`config.mk`:
```
export PLATFORM = sky130hd
export DESIGN_NAME = pll_reference_select_control
export DESIGN_NICKNAME = d
export VERILOG_FILES = /design/src/verilog/refsel_pkg.sv /design/src/verilog/pll_reference_select_control.sv
export SDC_FILE = /design/constraint.sdc
export NUM_CORES = 1
export LEC_CHECK = 0
export CORE_UTILIZATION = 50
export CTS_CLUSTER_SIZE = 16
export DETAILED_ROUTE_END_ITERATION = 8
export DONT_BUFFER_PORTS = 1
export SLEW_MARGIN = 0
export SYNTH_ARGS = -nofsm -noshare
export SYNTH_HDL_FRONTEND = slang
export SYNTH_SLANG_ARGS = --single-unit
```
`constraint.sdc`:
```
create_clock -name i_mclk -period 2.18 [get_ports i_mclk]
set_input_delay 0 -clock i_mclk [delete_from_list [all_inputs] [get_ports i_mclk]]
set_output_delay 0 -clock i_mclk [all_outputs]
set_load 0.02 [all_outputs]
```
`src/verilog/refsel_pkg.sv`:
```
// Package of constants and types for the PLL reference select control.
package refsel_pkg;
  // ----------------------------------------------------------------
  // Register map
  // ----------------------------------------------------------------
  localparam logic [7:0] ADDR_STATUS_MUX = 8'h17; // Status pin selection.
  localparam logic [7:0] ADDR_REF_CTL    = 8'h1c; // Reference control.
  localparam logic [7:0] ADDR_HOLD_CTL   = 8'h1d; // Holdover/status control.
  localparam logic [7:0] RST_STATUS_MUX  = 8'h00; // Selection ground.
  localparam logic [7:0] RST_REF_CTL     = 8'h00; // All defaults clear.
  localparam logic [7:0] RST_HOLD_CTL    = 8'h80; // Override on by default.
  localparam logic [7:0] READ_UNMAPPED   = 8'h00; // Answer to other offsets.
  // ----------------------------------------------------------------
  // Field positions
  // ----------------------------------------------------------------
  localparam int BIT_NO_DEGLITCH = 7; // Disable switchover deglitch.
  localparam int BIT_SEL_SECOND  = 6; // Register-selected reference.
  localparam int BIT_USE_PIN     = 5; // Select pin decides.
  localparam int BIT_AUTO        = 4; // Automatic switchover.
  localparam int BIT_STAY        = 3; // Stay on second reference.
  localparam int BIT_PWR_SECOND  = 2; // Second reference power.
  localparam int BIT_PWR_FIRST   = 1; // First reference power.
  localparam int BIT_DIFF        = 0; // Differential reference mode.
  localparam int BIT_EEPROM_OVR  = 7; // Status pin shows EEPROM status.
  localparam int BIT_XTAL        = 6; // Crystal amplifier enable.
  localparam int MUX_HI          = 6; // Top of the 5-bit mux code.
  localparam int MUX_LO          = 2; // Bottom of the mux code.
  localparam int SYNC_STAGES     = 3; // Pin synchroniser depth.
  // ----------------------------------------------------------------
  // Status pin selection codes (low four bits; bit 4 inverts, except both-OK and all-lock)
  // ----------------------------------------------------------------
  localparam logic [3:0] MX_GROUND   = 4'h0;
  localparam logic [3:0] MX_SEL_OK   = 4'h5;
  localparam logic [3:0] MX_UNSEL_OK = 4'h6;
  localparam logic [3:0] MX_FIRST_OK = 4'h7;
  localparam logic [3:0] MX_SECND_OK = 4'h8;
  localparam logic [3:0] MX_BOTH_OK  = 4'h9;
  localparam logic [3:0] MX_ALL_LOCK = 4'ha;
  localparam logic [3:0] MX_VCO_OK   = 4'hb;
  localparam logic [3:0] MX_SEL_REF  = 4'hc;
  localparam logic [3:0] MX_LOCK     = 4'hd;
  localparam logic [3:0] MX_HOLDOVER = 4'he;
  // ----------------------------------------------------------------
  // Types
  // ----------------------------------------------------------------
  // Monitor levels from the surrounding PLL, same clock domain.
  typedef struct packed {
    logic first_ok;    // First reference frequency good.
    logic second_ok;   // Second reference frequency good.
    logic lock;        // Digital lock indicator.
    logic holdover;    // Holdover active.
    logic vco_ok;      // VCO frequency good.
    logic eeprom;      // EEPROM status signal.
  } monitor_type;
  // Register access request.
  typedef struct packed {
    logic       wr;    // Write strobe, one cycle.
    logic       rd;    // Read strobe, one cycle.
    logic [7:0] addr;  // Register offset.
    logic [7:0] wdata; // Write data.
  } reg_req_type;
  // Automatic switchover state.
  typedef enum logic {ON_FIRST, ON_SECOND} ref_state_type;
endpackage

```
`src/verilog/pll_reference_select_control.sv`:
```
// PLL reference selection, power, mode and status pin control.
`timescale 1ns/1ps
module pll_reference_select_control
  import refsel_pkg::*;
(
  input  wire logic                   i_mclk,
  input  wire logic                   i_reset,
  input  wire refsel_pkg::reg_req_type i_reg,
  input  wire refsel_pkg::monitor_type i_mon,
  input  wire logic                   i_ref_sel_pin,
  output logic [7:0]                  o_reg_rdata,
  output logic                        o_ref_select,
  output logic                        o_first_ref_power,
  output logic                        o_second_ref_power,
  output logic                        o_diff_mode,
  output logic                        o_deglitch_en,
  output logic                        o_crystal_amplifier_en,
  output logic                        o_status_pin
);
  // ----------------------------------------------------------------
  // Declarations
  // ----------------------------------------------------------------
  logic [7:0]          ref_ctl_r;   // Reference control register.
  logic [7:0]          hold_ctl_r;  // Holdover/status control register.
  logic [7:0]          mux_r;       // Status pin selection register.
  logic [SYNC_STAGES-1:0] pin_sync_r; // Select pin synchroniser.
  logic                pin_r;       // Filtered select pin level.
  ref_state_type       state_r;     // Automatic switchover state.
  ref_state_type       state_nxt;   // Next automatic state.
  logic                auto_act;    // Automatic switchover in force.
  logic                sel_nxt;     // Next selected reference.
  logic [4:0]          mux_code;    // Status pin mux code.
  logic                mux_val;     // Uninverted mux level.
  logic                status_nxt;  // Next status pin level.

  // ----------------------------------------------------------------
  // Register writes
  // ----------------------------------------------------------------
  // Each register takes a full byte on its write strobe.
  always_ff @(posedge i_mclk)
  begin
    if (i_reset)
    begin
      ref_ctl_r  <= RST_REF_CTL;
      hold_ctl_r <= RST_HOLD_CTL;
      mux_r      <= RST_STATUS_MUX;
    end
    else if (i_reg.wr)
    begin
      if (i_reg.addr == ADDR_REF_CTL)
      begin
        ref_ctl_r <= i_reg.wdata;
      end
      else if (i_reg.addr == ADDR_HOLD_CTL)
      begin
        hold_ctl_r <= i_reg.wdata;
      end
      else if (i_reg.addr == ADDR_STATUS_MUX)
      begin
        mux_r <= i_reg.wdata;
      end
    end
  end

  // ----------------------------------------------------------------
  // Register reads
  // ----------------------------------------------------------------
  // Read data appears one cycle after the strobe and then holds.
  always_ff @(posedge i_mclk)
  begin
    if (i_reset)
    begin
      o_reg_rdata <= READ_UNMAPPED;
    end
    else if (i_reg.rd)
    begin
      if (i_reg.addr == ADDR_REF_CTL)
      begin
        o_reg_rdata <= ref_ctl_r;
      end
      else if (i_reg.addr == ADDR_HOLD_CTL)
      begin
        o_reg_rdata <= hold_ctl_r;
      end
      else if (i_reg.addr == ADDR_STATUS_MUX)
      begin
        o_reg_rdata <= mux_r;
      end
      else
      begin
        o_reg_rdata <= READ_UNMAPPED;
      end
    end
  end

  // ----------------------------------------------------------------
  // Select pin synchroniser
  // ----------------------------------------------------------------
  // The pin is asynchronous; a change counts once stages two and
  // three agree, which also rejects a single-cycle glitch.
  always_ff @(posedge i_mclk)
  begin
    if (i_reset)
    begin
      pin_sync_r <= '0;
      pin_r      <= 1'b0;
    end
    else
    begin
      pin_sync_r <= {pin_sync_r[SYNC_STAGES-2:0], i_ref_sel_pin};
      if (pin_sync_r[SYNC_STAGES-2] == pin_sync_r[SYNC_STAGES-1])
      begin
        pin_r <= pin_sync_r[SYNC_STAGES-1];
      end
    end
  end

  // ----------------------------------------------------------------
  // Reference selection
  // ----------------------------------------------------------------
  // Auto mode is meaningless in differential mode, so it is gated.
  assign auto_act = ref_ctl_r[BIT_AUTO] & ~ref_ctl_r[BIT_DIFF];

  // Automatic state moves on monitor status; sticky bit blocks return.
  always_comb
  begin
    state_nxt = state_r;
    case (state_r)
      ON_FIRST:
      begin
        if (!i_mon.first_ok && i_mon.second_ok)
        begin
          state_nxt = ON_SECOND;
        end
      end
      ON_SECOND:
      begin
        if (!ref_ctl_r[BIT_STAY] && i_mon.first_ok)
        begin
          state_nxt = ON_FIRST;
        end
        // Stay bit set: remain on the second reference.
      end
      default:
      begin
        state_nxt = ON_FIRST;
      end
    endcase
  end

  // Outside auto mode the state rests on the first reference so the
  // next automatic session starts from the default input.
  always_ff @(posedge i_mclk)
  begin
    if (i_reset)
    begin
      state_r <= ON_FIRST;
    end
    else if (!auto_act)
    begin
      state_r <= ON_FIRST;
    end
    else
    begin
      state_r <= state_nxt;
    end
  end

  // Priority: differential, automatic, pin, register bit.
  always_comb
  begin
    if (ref_ctl_r[BIT_DIFF])
    begin
      sel_nxt = 1'b0;
    end
    else if (auto_act)
    begin
      sel_nxt = (state_r == ON_SECOND);
    end
    else if (ref_ctl_r[BIT_USE_PIN])
    begin
      sel_nxt = pin_r;
    end
    else
    begin
      sel_nxt = ref_ctl_r[BIT_SEL_SECOND];
    end
  end

  // ----------------------------------------------------------------
  // Reference control outputs
  // ----------------------------------------------------------------
  // Power, mode, deglitch and crystal enables follow the registers.
  always_ff @(posedge i_mclk)
  begin
    if (i_reset)
    begin
      o_ref_select           <= 1'b0;
      o_first_ref_power      <= 1'b0;
      o_second_ref_power     <= 1'b0;
      o_diff_mode            <= 1'b0;
      o_deglitch_en          <= 1'b1;
      o_crystal_amplifier_en <= 1'b0;
    end
    else
    begin
      o_ref_select           <= sel_nxt;
      // Auto overrides both power bits.
      o_first_ref_power      <= auto_act | ref_ctl_r[BIT_PWR_FIRST];
      o_second_ref_power     <= auto_act | ref_ctl_r[BIT_PWR_SECOND];
      o_diff_mode            <= ref_ctl_r[BIT_DIFF];
      o_deglitch_en          <= ~ref_ctl_r[BIT_NO_DEGLITCH];
      o_crystal_amplifier_en <= hold_ctl_r[BIT_XTAL];
    end
  end

  // ----------------------------------------------------------------
  // Status pin multiplexer
  // ----------------------------------------------------------------
  // Clock codes cannot pass through logic and read as low here unless bit 4 inverts them.
  // The two AND codes keep their sense in the inverted half.
  assign mux_code = mux_r[MUX_HI:MUX_LO];

  always_comb
  begin
    case (mux_code[3:0])
      MX_GROUND:   mux_val = 1'b0;
      MX_SEL_OK:   mux_val = o_ref_select ? i_mon.second_ok : i_mon.first_ok;
      MX_UNSEL_OK: mux_val = o_ref_select ? i_mon.first_ok : i_mon.second_ok;
      MX_FIRST_OK: mux_val = i_mon.first_ok;
      MX_SECND_OK: mux_val = i_mon.second_ok;
      MX_BOTH_OK:  mux_val = i_mon.first_ok & i_mon.second_ok;
      MX_ALL_LOCK: mux_val = i_mon.lock & i_mon.vco_ok &
                             (o_ref_select ? i_mon.second_ok : i_mon.first_ok);
      MX_VCO_OK:   mux_val = i_mon.vco_ok;
      MX_SEL_REF:  mux_val = o_ref_select;
      MX_LOCK:     mux_val = i_mon.lock;
      MX_HOLDOVER: mux_val = i_mon.holdover;
      default:     mux_val = 1'b0;
    endcase
    if (hold_ctl_r[BIT_EEPROM_OVR])
    begin
      status_nxt = i_mon.eeprom;
    end
    else if (mux_code[4] && mux_code[3:0] != MX_BOTH_OK &&
             mux_code[3:0] != MX_ALL_LOCK)
    begin
      status_nxt = ~mux_val;
    end
    else
    begin
      status_nxt = mux_val;
    end
  end

  // Registered so the pin never glitches while the mux code changes.
  always_ff @(posedge i_mclk)
  begin
    if (i_reset)
    begin
      o_status_pin <= 1'b0;
    end
    else
    begin
      o_status_pin <= status_nxt;
    end
  end
endmodule

```
==> results.txt <==
The required time at the worst-slack endpoint is 2420 ps. The worst relative slew slack is 0.6205. The cell class contributing the biggest share of worst-path delay is flip-flops. Of the total synthesized cell area, the portion taken by XOR and XNOR cells is 0.01379. After clock tree synthesis, the clock-pin slew on the worst setup and hold paths is 80 ps. Summed over all instances, the cell type with the most area after synthesis is dfxtp_1. In this design, the stage delay of the slowest critical-path cell is 610 ps. The total of warnings raised by yosys came out at 0. STA classifies the critical path endpoint as a flip-flop. The critical path startpoint category is a flip-flop. The area of the die came out at 4248 µm². TritonCTS built the clock tree. By area the synthesized netlist is led by dfxtp_1 44%, mux2i_1 13%, nor2_1 5.8%.

The congestion estimate from routability-driven global placement came to 0.8719. The die is 65.18 µm wide. The most frequently used flop master after synthesis is dfxtp_1. Synthesis produced a netlist whose cell count is 203. The TritonCTS buffer count is 5. The overall global routing resource usage came out at 0.2243.

The maximum fanout count along the critical path came out at 12. The total DRC errors in the routed layout is 0. Sorting the synthesized cells by how often they occur yields 44 x dfxtp_1, 31 x nor2_1, 26 x mux2i_1. For the pin with the worst max-slew slack, the measured transition is 567.1 ps. The tightest min-delay check is of the input pin to flip-flop type.

The count of max-cap constraint violations is 0. The effective utilization at floorplan came out at 0.5331. The final count of negative-setup-slack endpoints is 0. The total vias in the final route came out at 1517. The first-pass GRT wire length came out at 7.003 mm. Of the cells placed in the final design, the portion with a size suffix greater than 1 is 0.09217. The number of buffers and inverters on the critical path came out at 0. Row generation in the floorplan step produced 22 rows.

Synthesis inferred 44 register bits. The number of antenna violations at the first check in global routing came to 0. Counting distinct cell types in the post-synthesis netlist gives 44. The leakage component of the power came out at 0.9017 nW. The netlist area before placement is 1996 µm². The clock network latency to the later pin of the worst-skew pair is 290 ps. The signal on the critical path passes through mux2_2 > o2111a_1 > or4_1 > nand4_1. The clock skew is 7.110 ps. The total placed instance area is 2002 µm². The overall overflow remaining after global route came out at 0.

In this run the number of H-tree levels came out at 2. The number of hold-slack violations in the final timing report came out at 0. The number of input and output port buffers inserted came out at 0. The area of all placed cells without fillers is 2265 µm².

For this block, the routed nets add up to 4.366 mm of wire. The core occupancy in the finished layout came out at 0.6049. The total count of max-transition violations in the final report is 0. Relative to the synthesized area, the layout overhead comes to 13.48%. Of all flip-flops after synthesis, the portion carrying an async set or reset was 0. The number of primary I/O pins is 42.

The critical path arrival came out at 2150 ps. The longest clock path from root to sink contains 2 buffers. The number of DRC markers in iteration 0 came out at 109. Dividing the synthesized area by the synthesized cell count gives 9.831 µm².

The post-synthesis adder-cell area fraction is 0. The remaining antenna violation count after routing is 0. The share of synthesized area in the top cell type comes to 0.4414. The floorplan step set the die height to 65.18 µm. The simple-gate area share of the yosys netlist came out at 0.2357. dfxtp_1 is the most common cell in the netlist.

The number of nets in the synthesized netlist is 230. The type of the worst setup path is flip-flop to flip-flop. The library cell used as clock root buffer is clkbuf_8. The net count of the finished layout is 243. The antenna diode count came out at 0.

The ratio of total power to cell area came out at 621.0 nW/µm². The overall power came out at 1.406 mW. The timing-limited maximum frequency came out at 523.1 MHz.

Of the available clock period, the critical path in the final layout requires 0.8769. The synthesized design contains 0 enable-type register cells. The share of the Yosys chip area taken by registers is 0.4414. The fraction of the mapped netlist area in compound gates came out at 0.1386.

The average wire per standard cell is 16.48 µm. The run finished with clean final reports. Summed over all failing endpoints, the final setup total negative slack is 0 ps. The worst hold slack is 25.73 ps. Setup repair after global routing left no endpoint under its margin. The number of post-CTS setup repair buffers came out at 0. The number of iterations in the first detailed-routing pass is 4. The via count of the first global-routing pass came to 1423. The worst ir drop on vdd is 0.3587 mV. The smallest clock period supported by the final layout is computed as 1912 ps.

The clock sink count is 44. The post-detailed-placement half-perimeter wirelength came out at 3.084 mm. The core region is 3744 µm².

After synthesis, the share of cell area in mux cells is 0.1361. In the routed layout, each cell is associated on average with a via count of 5.725. After synthesis, the largest family of logic cells by area is simple AND/OR/NAND/NOR gates. The pin count of the biggest net entering global routing is 47. On the critical path, the stage with the largest delay is an instance of dfxtp_1.

The number of fillers in the final layout came out at 346.
[layout by cell type (no fill, tap or decap), drive strengths merged, types with 3 or more instances in the layout]
master	instances
dfxtp	44
nand2	4
nand4	3
clkbuf	6
mux2i	26
a22o	8
a21oi	10
nand2b	17
nor2	32
o2111ai	8
dlygate4sd3	15
o21ai	5
nor2b	8
[flip-flops by register name (all words and copies together) (netlist names)]
name and cells:
ref_ctl_r 8, hold_ctl_r 8, o_deglitch_en 1, state_r 1, o_first_ref_power 1, o_ref_select 1, pin_r 1, o_diff_mode 1
o_second_ref_power 1, o_crystal_amplifier_en 1, o_reg_rdata 8, pin_sync_r 3, mux_r 8, o_status_pin 1
[worst paths after layout]
check | end | start | slack (ps) | cells past startpoint
worst max-delay path | o_status_pin | mux_r[3] | 270 | 4
worst min-delay path | hold_ctl_r[7] | i_reg[8] | 30 | 2
worst max register to register | o_status_pin | mux_r[3] | 270 | 4
worst min register to register | o_deglitch_en | ref_ctl_r[7] | 430 | 1
[through the flow]
step / cells / setup WS (ps)
2_1_floorplan: 203 / 446.8
3_3_place_gp: 241 / 332.7
3_5_place_dp: 241 / 296.1
4_1_cts: 265 / 279.4
5_1_grt: 265 / 182.8
6_report: 265 / 268.4
[area by class of cell]
cell class	count	area [µm²]	area share
inverters	2	7.507	0.003315
flip-flops and latches	44	880.8	0.3890
repair buffers	17	177.7	0.07845
clock buffers	6	82.58	0.03646
well taps	48	60.06	0.02652
multi-input cells	146	1046	0.4619
clock inverters	2	10.01	0.004420
[timing repair]
item,in CTS,in global routing
hold buffers,16,0
endpoints found under the hold margin,44,0
resized for setup,0,0
endpoints found under the setup margin,0,0
[kinds of logic (layout without fill, tap and decap cells)]
kind of cell,after synthesis,after routing
flip-flops,44,44
buffers and inverters,13,27
AND/OR/NAND/NOR,80,80
XOR/XNOR,1,1
multiplexers,27,27
AO/OA/AOI/OAI,38,38
[power breakdown]
part / total (mW) / switching (mW) / leakage (nW) / internal [mW]
clock network: 0.514 / 0.261 / 0.0510 / 0.253
logic: 0.0813 / 0.0421 / 0.496 / 0.0393
registers: 0.811 / 0.00377 / 0.355 / 0.807
total: 1.41 / 0.307 / 0.902 / 1.10
[routing by layer]
| layer | GRT usage | vias up | wire [µm] |
|---|---|---|---|
| met1 | 0.2851 | 731 | 2044 |
| met4 | 0.06522 | 0 | 22 |
| li1 | - | 752 | - |
| met2 | 0.3698 | 32 | 2105 |
| met5 | 0 | - | 0 |
| met3 | 0.06076 | 2 | 193 |
(Power assumes the default switching activity.)
